[src/lmr_consts.svh]
// Purpose: Named constants for the file-operate and return execution block.
// Assumes: Byte offsets on a 32-bit APB, one register per aligned word.
// Notes: Opcode patterns match fields of the 14-bit instruction word.
`ifndef LMR_CONSTS_SVH
`define LMR_CONSTS_SVH

// Widths of the datapath, file space, program counter, instruction, stack pointer and cycle counter.
`define LMR_DW        8
`define LMR_FAW       7
`define LMR_PCW       13
`define LMR_IW        14
`define LMR_SPW       3
`define LMR_CYW       16

// Register byte offsets.
`define LMR_OFF_INSTR 8'h00
`define LMR_OFF_ACCUM 8'h04
`define LMR_OFF_STAT  8'h08
`define LMR_OFF_PC    8'h0c
`define LMR_OFF_STACK 8'h10
`define LMR_OFF_FADDR 8'h14
`define LMR_OFF_FDATA 8'h18
`define LMR_OFF_CYC   8'h1c

// Status register bit positions.
`define LMR_ST_C      0
`define LMR_ST_Z      2
`define LMR_ST_GLOBEN 7

// Instruction fields.
`define LMR_F_MSB     6
`define LMR_D_BIT     7
`define LMR_K_MSB     7
`define LMR_OP_MSB    13
`define LMR_OP_LSB    8
`define LMR_RL_LSB    10

// Opcode patterns (bits 13:8; STORE bits 13:7, RETI the whole word, RETLIT bits 13:10).
`define LMR_OPC_IOR   6'h04
`define LMR_OPC_MOVE  6'h08
`define LMR_OPC_ROTL  6'h0d
`define LMR_OPC_ROTR  6'h0c
`define LMR_OPC_STORE 7'h01
`define LMR_OPC_RETI  14'h0009
`define LMR_OPC_RETLIT 4'hd

`endif

[src/lmr_pkg.sv]
// Purpose: Types shared by the execution block.
// Assumes: Nothing beyond the constants header.
// Notes: States are one-hot.
package lmr_pkg;

  // Execution sequencer states.
  typedef enum logic [3:0]
  {
    LMR_IDLE  = 4'b0001,
    LMR_READ  = 4'b0010,
    LMR_EXEC  = 4'b0100,
    LMR_EXEC2 = 4'b1000
  } lmr_state_t;

  // Decoded operation kinds.
  typedef enum logic [2:0]
  {
    LMR_OP_OTHER  = 3'h0,
    LMR_OP_IOR    = 3'h1,
    LMR_OP_STORE  = 3'h2,
    LMR_OP_MOVE   = 3'h3,
    LMR_OP_RETI   = 3'h4,
    LMR_OP_ROTL   = 3'h5,
    LMR_OP_ROTR   = 3'h6,
    LMR_OP_RETLIT = 3'h7
  } lmr_op_t;

endpackage

[src/lmr_exec.sv]
// Purpose: Executes the OR, move, store, rotate and return instructions.
// Assumes: Software writes one 14-bit instruction word at a time over APB.
// Notes: APB stalls while an instruction is in flight.
`timescale 1ns/1ps
`include "lmr_consts.svh"
module lmr_exec
  import lmr_pkg::*;
(
  // Clock and reset.
  input  wire logic         clock,
  input  wire logic         rstn,
  // APB slave.
  input  wire logic [7:0]   paddr,
  input  wire logic         psel,
  input  wire logic         penable,
  input  wire logic         pwrite,
  input  wire logic [31:0]  pwdata,
  output logic      [31:0]  prdata,
  output logic              pready,
  output logic              pslverr,
  // Core state.
  output logic              globalIntEnable
);

  lmr_state_t              state_r;
  lmr_state_t              state_nxt;
  lmr_op_t                 opKind;
  logic [`LMR_IW-1:0]      instr_r;
  logic [`LMR_DW-1:0]      accum_r;
  logic                    carry_r;
  logic                    zero_r;
  logic [`LMR_PCW-1:0]     pc_r;
  logic [`LMR_FAW-1:0]     fileAddr_r;
  logic [`LMR_CYW-1:0]     cycles_r;
  logic [`LMR_DW-1:0]      result;
  logic [`LMR_DW-1:0]      fileVal;
  logic [`LMR_DW-1:0]      memRdataW;
  logic [`LMR_DW-1:0]      literal;
  logic [`LMR_FAW-1:0]     fAddr;
  logic                    dBit;
  logic                    exec;
  logic                    isReturn;
  logic                    usesDest;
  logic                    toFile;
  logic                    toAcc;
  logic                    apbWr;
  logic                    addrHit;
  logic [31:0]             rdMux;
  logic                    memWe;
  logic [`LMR_FAW-1:0]     memWaddr;
  logic [`LMR_DW-1:0]      memWdata;
  logic [`LMR_FAW-1:0]     memRaddr;
  logic                    stackPush;
  logic                    stackPop;
  logic [`LMR_PCW-1:0]     stackTop;
  logic [`LMR_SPW-1:0]     stackPtr;

  // Instruction fields.
  assign fAddr   = instr_r[`LMR_F_MSB:0];
  assign dBit    = instr_r[`LMR_D_BIT];
  assign literal = instr_r[`LMR_K_MSB:0];
  assign fileVal = memRdataW;

  // Decode the held instruction word into an operation kind.
  always_comb
  begin
    if (instr_r == `LMR_OPC_RETI)
      opKind = LMR_OP_RETI;
    else if (instr_r[`LMR_OP_MSB:`LMR_RL_LSB] == `LMR_OPC_RETLIT)
      opKind = LMR_OP_RETLIT;
    else if (instr_r[`LMR_OP_MSB:`LMR_D_BIT] == `LMR_OPC_STORE)
      opKind = LMR_OP_STORE;
    else if (instr_r[`LMR_OP_MSB:`LMR_OP_LSB] == `LMR_OPC_IOR)
      opKind = LMR_OP_IOR;
    else if (instr_r[`LMR_OP_MSB:`LMR_OP_LSB] == `LMR_OPC_MOVE)
      opKind = LMR_OP_MOVE;
    else if (instr_r[`LMR_OP_MSB:`LMR_OP_LSB] == `LMR_OPC_ROTL)
      opKind = LMR_OP_ROTL;
    else if (instr_r[`LMR_OP_MSB:`LMR_OP_LSB] == `LMR_OPC_ROTR)
      opKind = LMR_OP_ROTR;
    else
      opKind = LMR_OP_OTHER;
  end

  // Compute the byte result of the file-operate group.
  always_comb
  begin
    case (opKind)
      LMR_OP_IOR:   result = accum_r | fileVal;
      LMR_OP_MOVE:  result = fileVal;
      LMR_OP_ROTL:  result = {fileVal[`LMR_DW-2:0], carry_r};
      LMR_OP_ROTR:  result = {carry_r, fileVal[`LMR_DW-1:1]};
      LMR_OP_STORE: result = accum_r;
      default:      result = 8'h00;
    endcase
  end

  // Steering of the result to accumulator or file byte.
  assign exec     = (state_r == LMR_EXEC);
  assign isReturn = (opKind == LMR_OP_RETI) || (opKind == LMR_OP_RETLIT);
  assign usesDest = (opKind == LMR_OP_IOR) || (opKind == LMR_OP_MOVE) ||
                    (opKind == LMR_OP_ROTL) || (opKind == LMR_OP_ROTR);
  assign toFile   = exec && ((opKind == LMR_OP_STORE) || (usesDest && dBit));
  assign toAcc    = exec && usesDest && !dBit;

  // APB: a write lands at the edge where the master sees pready high.
  assign apbWr   = psel && penable && pready && pwrite && !pslverr;
  assign addrHit = (paddr == `LMR_OFF_INSTR) || (paddr == `LMR_OFF_ACCUM) ||
                   (paddr == `LMR_OFF_STAT)  || (paddr == `LMR_OFF_PC)    ||
                   (paddr == `LMR_OFF_STACK) || (paddr == `LMR_OFF_FADDR) ||
                   (paddr == `LMR_OFF_FDATA) || (paddr == `LMR_OFF_CYC);

  // Read data selection.
  always_comb
  begin
    rdMux = 32'h0;
    case (paddr)
      `LMR_OFF_INSTR: rdMux[`LMR_IW-1:0]  = instr_r;
      `LMR_OFF_ACCUM: rdMux[`LMR_DW-1:0]  = accum_r;
      `LMR_OFF_STAT:
      begin
        rdMux[`LMR_ST_C]   = carry_r;
        rdMux[`LMR_ST_Z]   = zero_r;
        rdMux[`LMR_ST_GLOBEN] = globalIntEnable;
      end
      `LMR_OFF_PC:    rdMux[`LMR_PCW-1:0] = pc_r;
      `LMR_OFF_STACK: rdMux = {13'h0, stackPtr, 3'h0, stackTop};
      `LMR_OFF_FADDR: rdMux[`LMR_FAW-1:0] = fileAddr_r;
      `LMR_OFF_FDATA: rdMux[`LMR_DW-1:0]  = fileVal;
      `LMR_OFF_CYC:   rdMux[`LMR_CYW-1:0] = cycles_r;
      default:        rdMux = 32'h0;
    endcase
  end

  // APB answer: one wait cycle, and none at all while an instruction runs.
  always_ff @(posedge clock or negedge rstn)
  begin
    if (!rstn)
    begin
      pready  <= 1'b0;
      pslverr <= 1'b0;
      prdata  <= 32'h0;
    end
    else
    begin
      pready <= 1'b0;
      if (psel && penable && !pready && (state_r == LMR_IDLE))
      begin
        pready  <= 1'b1;
        pslverr <= !addrHit;
        prdata  <= pwrite ? 32'h0 : rdMux;
      end
    end
  end

  // Sequencer: read the file byte, execute, and hold a second cycle for returns.
  always_comb
  begin
    state_nxt = state_r;
    unique case (state_r)
      LMR_IDLE:  if (apbWr && (paddr == `LMR_OFF_INSTR)) state_nxt = LMR_READ;
      LMR_READ:  state_nxt = LMR_EXEC;
      LMR_EXEC:  state_nxt = isReturn ? LMR_EXEC2 : LMR_IDLE;
      LMR_EXEC2: state_nxt = LMR_IDLE;
    endcase
  end

  // State register.
  always_ff @(posedge clock or negedge rstn)
  begin
    if (!rstn)
      state_r <= LMR_IDLE;
    else
      state_r <= state_nxt;
  end

  // Instruction word latch.
  always_ff @(posedge clock or negedge rstn)
  begin
    if (!rstn)
      instr_r <= 14'h0000;
    else if (apbWr && (paddr == `LMR_OFF_INSTR))
      instr_r <= pwdata[`LMR_IW-1:0];
  end

  // Accumulator: software write, file-operate result, or returned literal.
  always_ff @(posedge clock or negedge rstn)
  begin
    if (!rstn)
      accum_r <= 8'h00;
    else if (exec && (opKind == LMR_OP_RETLIT))
      accum_r <= literal;
    else if (toAcc)
      accum_r <= result;
    else if (apbWr && (paddr == `LMR_OFF_ACCUM))
      accum_r <= pwdata[`LMR_DW-1:0];
  end

  // Zero flag: only the OR and move instructions touch it.
  always_ff @(posedge clock or negedge rstn)
  begin
    if (!rstn)
      zero_r <= 1'b0;
    else if (exec && ((opKind == LMR_OP_IOR) || (opKind == LMR_OP_MOVE)))
      zero_r <= (result == 8'h00);
    else if (apbWr && (paddr == `LMR_OFF_STAT))
      zero_r <= pwdata[`LMR_ST_Z];
  end

  // Carry flag: only rotates touch it; the bit shifted out is the new carry.
  always_ff @(posedge clock or negedge rstn)
  begin
    if (!rstn)
      carry_r <= 1'b0;
    else if (exec && (opKind == LMR_OP_ROTL))
      carry_r <= fileVal[`LMR_DW-1];
    else if (exec && (opKind == LMR_OP_ROTR))
      carry_r <= fileVal[0];
    else if (apbWr && (paddr == `LMR_OFF_STAT))
      carry_r <= pwdata[`LMR_ST_C];
  end

  // Global interrupt enable: set by the interrupt return.
  always_ff @(posedge clock or negedge rstn)
  begin
    if (!rstn)
      globalIntEnable <= 1'b0;
    else if (exec && (opKind == LMR_OP_RETI))
      globalIntEnable <= 1'b1;
    else if (apbWr && (paddr == `LMR_OFF_STAT))
      globalIntEnable <= pwdata[`LMR_ST_GLOBEN];
  end

  // Program counter: returns load the stack top, others step by one.
  always_ff @(posedge clock or negedge rstn)
  begin
    if (!rstn)
      pc_r <= 13'h0000;
    else if (exec && isReturn)
      pc_r <= stackTop;
    else if (exec)
      pc_r <= pc_r + 13'h0001;
    else if (apbWr && (paddr == `LMR_OFF_PC))
      pc_r <= pwdata[`LMR_PCW-1:0];
  end

  // Software file address pointer.
  always_ff @(posedge clock or negedge rstn)
  begin
    if (!rstn)
      fileAddr_r <= 7'h00;
    else if (apbWr && (paddr == `LMR_OFF_FADDR))
      fileAddr_r <= pwdata[`LMR_FAW-1:0];
  end

  // Instruction-cycle counter; each return, literal or interrupt, adds two.
  always_ff @(posedge clock or negedge rstn)
  begin
    if (!rstn)
      cycles_r <= 16'h0000;
    else if (apbWr && (paddr == `LMR_OFF_CYC))
      cycles_r <= 16'h0000;
    else if (exec || (state_r == LMR_EXEC2))
      cycles_r <= cycles_r + 16'h0001;
  end

  // File memory ports; execution owns them outside idle.
  assign memWe    = toFile || (apbWr && (paddr == `LMR_OFF_FDATA));
  assign memWaddr = toFile ? fAddr : fileAddr_r;
  assign memWdata = toFile ? result : pwdata[`LMR_DW-1:0];
  assign memRaddr = (state_r == LMR_IDLE) ? fileAddr_r : fAddr;

  lmr_file_mem lmr_file_mem_i
  (
    .clock  (clock),
    .wrEn   (memWe),
    .wrAddr (memWaddr),
    .wrData (memWdata),
    .rdAddr (memRaddr),
    .rdData (memRdataW)
  );

  // Return stack: software pushes, returns pop.
  assign stackPush = apbWr && (paddr == `LMR_OFF_STACK);
  assign stackPop  = exec && isReturn;

  lmr_ret_stack lmr_ret_stack_i
  (
    .clock    (clock),
    .rstn     (rstn),
    .push     (stackPush),
    .pushData (pwdata[`LMR_PCW-1:0]),
    .pop      (stackPop),
    .stackTop (stackTop),
    .stackPtr (stackPtr)
  );

endmodule

[src/lmr_file_mem.sv]
// Purpose: File register space, one write port and one registered read port.
// Assumes: Single clock; contents are not reset.
// Notes: Read data appear one clock after the address.
`timescale 1ns/1ps
`include "lmr_consts.svh"
module lmr_file_mem
  import lmr_pkg::*;
(
  // Clock.
  input  wire logic                 clock,
  // Write port.
  input  wire logic                 wrEn,
  input  wire logic [`LMR_FAW-1:0]  wrAddr,
  input  wire logic [`LMR_DW-1:0]   wrData,
  // Read port.
  input  wire logic [`LMR_FAW-1:0]  rdAddr,
  output logic      [`LMR_DW-1:0]   rdData
);

  logic [`LMR_DW-1:0] mem [0:(1<<`LMR_FAW)-1];

  // Store a byte on a write strobe.
  always_ff @(posedge clock)
  begin
    if (wrEn)
    begin
      mem[wrAddr] <= wrData;
    end
  end

  // Registered read; a same-cycle write shows one clock later.
  always_ff @(posedge clock)
  begin
    rdData <= mem[rdAddr];
  end

endmodule

[src/lmr_ret_stack.sv]
// Purpose: Eight-level hardware return stack.
// Assumes: Push and pop never coincide.
// Notes: The pointer wraps; overflow overwrites the oldest entry.
`timescale 1ns/1ps
`include "lmr_consts.svh"
module lmr_ret_stack
  import lmr_pkg::*;
(
  // Clock and reset.
  input  wire logic                 clock,
  input  wire logic                 rstn,
  // Push and pop strobes.
  input  wire logic                 push,
  input  wire logic [`LMR_PCW-1:0]  pushData,
  input  wire logic                 pop,
  // Top of stack and pointer.
  output logic      [`LMR_PCW-1:0]  stackTop,
  output logic      [`LMR_SPW-1:0]  stackPtr
);

  logic [`LMR_PCW-1:0] entry [0:(1<<`LMR_SPW)-1];
  logic [`LMR_SPW-1:0] topIdx;

  assign topIdx   = stackPtr - 3'h1;
  assign stackTop = entry[topIdx];

  // Write the entry at the pointer on a push.
  always_ff @(posedge clock)
  begin
    if (push)
    begin
      entry[stackPtr] <= pushData;
    end
  end

  // Move the pointer up on push and down on pop.
  always_ff @(posedge clock or negedge rstn)
  begin
    if (!rstn)
    begin
      stackPtr <= 3'h0;
    end
    else if (push)
    begin
      stackPtr <= stackPtr + 3'h1;
    end
    else if (pop)
    begin
      stackPtr <= stackPtr - 3'h1;
    end
  end

endmodule

[config.mk]
export PLATFORM = sky130hd
export DESIGN_NAME = lmr_exec
export DESIGN_NICKNAME = d
export VERILOG_FILES = /design/src/lmr_pkg.sv /design/src/lmr_exec.sv /design/src/lmr_file_mem.sv /design/src/lmr_ret_stack.sv
export VERILOG_INCLUDE_DIRS = /design/src
export SDC_FILE = /design/constraint.sdc
export NUM_CORES = 2
export LEC_CHECK = 0
export CAP_MARGIN = 20
export CORE_ASPECT_RATIO = 2
export CORE_MARGIN = 5
export CORE_UTILIZATION = 55
export DETAILED_ROUTE_END_ITERATION = 6
export DONT_BUFFER_PORTS = 1
export PLACE_DENSITY = 0.83
export SLEW_MARGIN = 15
export SYNTH_ARGS = -nofsm -noshare
export SYNTH_HDL_FRONTEND = slang
export SYNTH_SLANG_ARGS = --single-unit
export TNS_END_PERCENT = 20
[constraint.sdc]
create_clock -name clock -period 7.2 [get_ports clock]
set_input_delay 0.36 -clock clock [delete_from_list [all_inputs] [get_ports clock]]
set_output_delay 0.36 -clock clock [all_outputs]
set_load 0.01 [all_outputs]
[After elaboration in Yosys (flattened, before gate mapping)]
Memory sizes are Yosys's and may differ from the RTL's. A register that Yosys moved wholly into a read port is not among the register bits.
Index checks and enable logic that the tools add are counted.
Storage, ports and cells
  flip-flop bits (word level): 102
  memory bits (writable): 1128
  bits of input ports: 45
  memories kept: 2
Memories
  lmr_file_mem_i.mem: depth 128, width 8, read ports 1, clocked after Yosys merged registers in 1, wr ports 1, RTL line lmr_file_mem.sv:20  | logic [`LMR_DW-1:0] mem [0:(1<<`LMR_FAW)-1];
  lmr_ret_stack_i.entry: depth 8, width 13, read ports 1, clocked after Yosys merged registers in 0, wr ports 1, RTL line lmr_ret_stack.sv:21  | logic [`LMR_PCW-1:0] entry [0:(1<<`LMR_SPW)-1];
Cells by class
  $add $sub $neg: 4
  equality and inequality tests: 26
  mux-type cells: 46
  bitwise gates (word level): 1
  reductions and logical operators: 51
Operators with widths (count)
  $pmux W8 S5: 1
  $mux W13: 3
  $eq A8 B5 Y1 const B: 4
  $mux W16: 2
  $mux W32: 1
  $mux W8: 4
  $mux W3: 10
  $pmux W4 S7: 1
  $logic_and A1 B1 Y1: 24
  $pmux W5 S4: 1
  $eq A6 B4 Y1 const B: 3
  $add A16 B1 Y16 const B: 1
  $eq A8 B4 Y1 const B: 2
  $logic_not A8 Y1: 2
  $pmux W1 S8: 2
  $pmux W4 S4: 1
  $eq A14 B4 Y1 const B: 1
  $logic_or A1 B1 Y1: 14
  $mux W7: 2
  $pmux W1 S7: 2
  $add A13 B1 Y13 const B: 1
  $eq A3 B3 Y1 const B: 4
  $mux W1: 12
  $reduce_bool A3 Y1: 3
  18 further kinds: 27

[Logic depth before layout (Yosys ltp)]
  depth after elaboration: 18
  mapped depth: 15
  mapped depth without buffers: 9

[Modules after synthesis]
From an unflattened synthesis, not the netlist that was laid out.
Second synthesis, totals
  cells, all modules: 2532
  area, all modules: 49831.5 um^2
By module, submodules not included
  lmr_file_mem: times used 1, cells an instance 1635, area an instance 39665.5 um^2, seq. area each 30909.6 um^2
  lmr_exec: times used 1, cells an instance 630, area an instance 5788.1 um^2, seq. area each 2153.3 um^2
  lmr_ret_stack: times used 1, cells an instance 267, area an instance 4377.9 um^2, seq. area each 3198.1 um^2

[Worst setup path before layout]
Ideal clock, no wire load.
  path type: register -> register
  start point: reg state_r[0]
  end point: mem lmr_file_mem_i.mem[0][6] (netlist name), data pin
  setup time: 968 ps
  arrival: 5853 ps
  data required time: 6232 ps
  setup slack: 379 ps
  cell stages (with the launch flop): 10
  cell sequence: dfstp_2 buf_2 nor4b_1 and2_1 and3_1 buf_2 clkbuf_1 clkbuf_1 nor2_1 a31oi_1
Between the ends
  longest elaborated chain between the ends: 3
Ends and longest elaborated chain
  start, declared: RTL line lmr_exec.sv:25  | lmr_state_t state_r;
  start signal, assigned: RTL line lmr_exec.sv:174  | state_r <= state_nxt;
  $eq A4 B3 Y1: RTL line lmr_exec.sv:99  | assign exec = (state_r == LMR_EXEC);
  $logic_and A1 B1 Y1: RTL line lmr_exec.sv:103  | assign toFile = exec && ((opKind == LMR_OP_STORE) || (usesDest && dBit));
  $mux W8: RTL line lmr_exec.sv:270  | assign memWdata = toFile ? result : pwdata[`LMR_DW-1:0];
  net lmr_file_mem_i.wrData[6]: RTL line lmr_file_mem.sv:14  | input wire logic [`LMR_DW-1:0] wrData,
  end, declared: RTL line lmr_file_mem.sv:20
The timed path passes the listed nets, and every way through them passes these cells.

[Worst setup path in the final report]
  start point: reg state_r[0]
  end point: reg lmr_file_mem_i.rdData[4] (read register of lmr_file_mem_i.mem)
Between the ends
  longest elaborated chain between the ends: 2
Ends and longest elaborated chain
  $eq A4 B1 Y1: RTL line lmr_exec.sv:271  | assign memRaddr = (state_r == LMR_IDLE) ? fileAddr_r : fAddr;
  $mux W7: RTL line lmr_exec.sv:271
  end, declared: RTL line lmr_file_mem.sv:17  | output logic [`LMR_DW-1:0] rdData
No other way between the ends.
A chain may end at the register's enable or synchronous reset.

==> results.toml <==
[status]
status = "complete, but fails checks"
violations = "DRC"

[synthesis]
synth_edf_count = 1128
synth_top_flop_cell = "edfxtp_1"
yosysTopAreaCell = "edfxtp_1"
netlist_area_mm2 = 0.04995
seq_area_frac_synth = 0.7259
synth_most_common_cell = "edfxtp_1"
netlist.area_leader.share = 0.6781
ys_top_cells_by_count = "edfxtp_1, nand2_1, nand3_1"
netlist_instances = 3518
synth_cell_types = 67
synth_seq_cells = 1225
synth.area.top_cells = "edfxtp_1, nand2_1, dfrtp_1, mux4_2, nand3_1"
avgSynthCellArea_um2 = 14.20
async_reset_ff_frac = 0.07265
yosysWarnings = 0

[die]
die_x_um = 223.1
fp.dieH_um = 436.2
row_count = 156
start_util = 0.5528
core_area_mm2 = 0.09037
die-area_mm2 = 0.09732
io_pins = 80

[timing]
hold_viol_final = 0
setup_tns_ns = 0
fmax_mhz = 196.1
slew_viol_final = 0
layout_setup_ws_ns = 2.101
rsz0062_at_grt = "no"
max_slew_margin = 0.1923
worst_slew_pin_slew_ns = 1.207
final.min_clock_period_ns = 5.099
fin_crit_sh = 0.7082
skew_ns = 0.03792
setup_violations = 0

[power]
p_int_uw = 10630
pwr-share-seq = 0.591
powerDensity_mw_per_mm2 = 250.6
power.switching_uw = 2966
power_frac_clock = 0.370
pwr-share-comb = 0.039
swShare = 0.2181
ir_worst_vdd_mv = 0.2321
p_leak_uw = 0.01791

[run]
drv_cap = 0

[global_routing]
grtUsageTotal = 0.2788
grt_pass1_vias = 31350
grt_pass1_wl_um = 200800
gr-total-overflow = 0
grt_antenna_before_repair = 12
grt_max_degree = 131

[worst_setup_path]
crit_family = "simple AND/OR/NAND/NOR gates"
cp.required_ns = 7.78
cp_max_fo = 18
cpPeakStageDelay_ns = 0.93
crit_buf_inv = 0
cp_slowest_cell = "nand2_1"
crit_type = "flop to flop"
crit_arrival_ns = 5.68
startpoint_type = "flop"
end_kind = "flop"
cpMostUsedCell = "nand4_1"
crit_chain = "nor4b_4, mux2_2, nand2_1, nor2_1, nand4_1, nand4_1, a21oi_1, or4b_1"

[clock_tree]
clkTransAtPathRegs_ns = 0.07
cts_max_level = 3
clock_sinks = 1225
cts_buffers = 91
clock_path_buffers = 3
cts_tree = "built"
worstSkewPairLatency_ns = 0.70
post-cts-setup-buffers = 0
root_buffer = "clkbuf_16"

[place]
place_congestion = 0.9819
post-place-ws_ns = 2.450
place_inst = 4570
dpl.hpwl_um = 86910
place_area_mm2 = 0.05107
portBuffers = 0

[final_layout]
fin_nets = 3552
fin_cells = 4778
final_area_mm2 = 0.05426
fillers = 6250
drive_above_1_share = 0.09846
syn_to_final_growth_pct = 8.629

[route]
first_iter_violations = 4085
ant_nets = 0
routed_via_density = 6.637
dr.pass1.iters = 7
drc = 16
wl_um = 138200
wl_per_cell_um = 28.93
vias = 31710

[hold_path]
hold_path.class = "primary input to flop"
==> flip-flops by register name, indices dropped and copies added (netlist names), 3 cells and up <==
name / cells
pc_r: 13
lmr_file_mem_i.rdData: 8
state_r: 4
instr_r: 14
accum_r: 8
fileAddr_r: 7
prdata: 19
lmr_ret_stack_i.stackPtr: 3
cycles_r: 16
lmr_file_mem_i.mem: 1024
lmr_ret_stack_i.entry: 104
==> final cells by class <==
| type | instances | area (um2) | share of cell area |
|---|---|---|---|
| Inverter | 6 | 22.52 | 0.0004150 |
| Timing Repair Buffer | 105 | 943.4 | 0.01739 |
| Multi-Input combinational cell | 2074 | 12630 | 0.2328 |
| Antenna cell | 18 | 45.04 | 0.0008301 |
| Clock buffer | 107 | 2359 | 0.04346 |
| Tap cell | 1185 | 1483 | 0.02732 |
| Clock inverter | 58 | 518.0 | 0.009546 |
| Sequential cell | 1225 | 36260 | 0.6683 |
==> through the flow <==
step / utilization / total power, uW / hold slack (ns)
6_report: 0.6005 / 13600 / 0.09615
3_5_place_dp: 0.5651 / 8643 / 0.07302
2_1_floorplan: - / 8454 / 0.06441
3_3_place_gp: 0.5649 / 8621 / 0.07304
4_1_cts: 0.5994 / 13560 / 0.06500
5_1_grt: 0.6002 / 13970 / 0.08402
==> timing repair <==
action | in CTS | in global routing
setup endpoints to repair | 0 | 0
resized for setup | 0 | 0
hold buffers | 20 | 0
endpoints found under the hold margin | 250 | 0
==> path summary, 6_finish.rpt <==
| path | startpoint | end | slack, ns | cells past startpoint |
|---|---|---|---|---|
| min in group asynchronous | rstn | lmr_ret_stack_i.stackPtr[0] | 0.21 | 2 |
| setup reg to reg | state_r[0] | lmr_file_mem_i.rdData[4] | 2.10 | 8 |
| hold reg to reg | accum_r[6] | accum_r[6] | 0.55 | 2 |
| setup / recovery | state_r[0] | lmr_file_mem_i.rdData[4] | 2.10 | 8 |
| hold / removal | paddr[3] | instr_r[8] | 0.1 | 3 |
| max in group asynchronous | rstn | state_r[0] | 6.55 | 2 |
==> cells by family after synthesis <==
logic type,share of synthesized area
compound gates,0.06154
xor+xnor,0.004033
fa+ha+maj,0.001202
buf+inv,0.02617
flops,0.7259
mux,0.05919
other cells,0.00007507
simple gates,0.1219
==> layout by cell type (no fill, tap or decap), drive strengths merged, types with 18 or more instances in the layout <==
cell type / synthesis / routed
edfxtp: 1128 / 1128
nand2: 754 / 754
nand3: 275 / 275
nor2: 209 / 209
clkbuf: 81 / 107
mux2i: 90 / 90
a21oi: 89 / 89
dfrtp: 88 / 88
buf: 144 / 86
mux4: 71 / 71
a32oi: 69 / 69
a22oi: 65 / 65
a31oi: 64 / 64
nand4: 51 / 51
o21ai: 47 / 47
mux2: 37 / 37
clkinv: 0 / 35
a222oi: 30 / 30
nor3: 27 / 27
or3: 20 / 20
dlygate4sd3: 0 / 19
diode: 0 / 18
==> power groups by stage <==
stage	registers, uW	logic, uW	clock network (uW)
CTS	8020	503	5030
global placement	8180	444	0
global route	8040	563	5370
floorplan	8110	344	0
finish	8040	529	5030
detailed placement	8180	463	0
==> worst register-to-register path, cell delays in order, from the launching register on <==
cell and delay [ns]:
dfstp_2 0.66, nor4b_4 0.68, mux2_2 0.67, nand2_1 0.94, nor2_1 0.34, nand4_1 0.26, nand4_1 0.29, a21oi_1 0.63
or4b_1 0.50
==> metal layers <==
layer | GRT usage | up-vias | wire length [um]
met5 | 0.01008 | - | 145
li1 | - | 13310 | -
met2 | 0.4836 | 2304 | 71170
met3 | 0.06939 | 709 | 12680
met4 | 0.2423 | 4 | 15320
met1 | 0.2715 | 15380 | 38910
(Power assumes the default switching activity.)
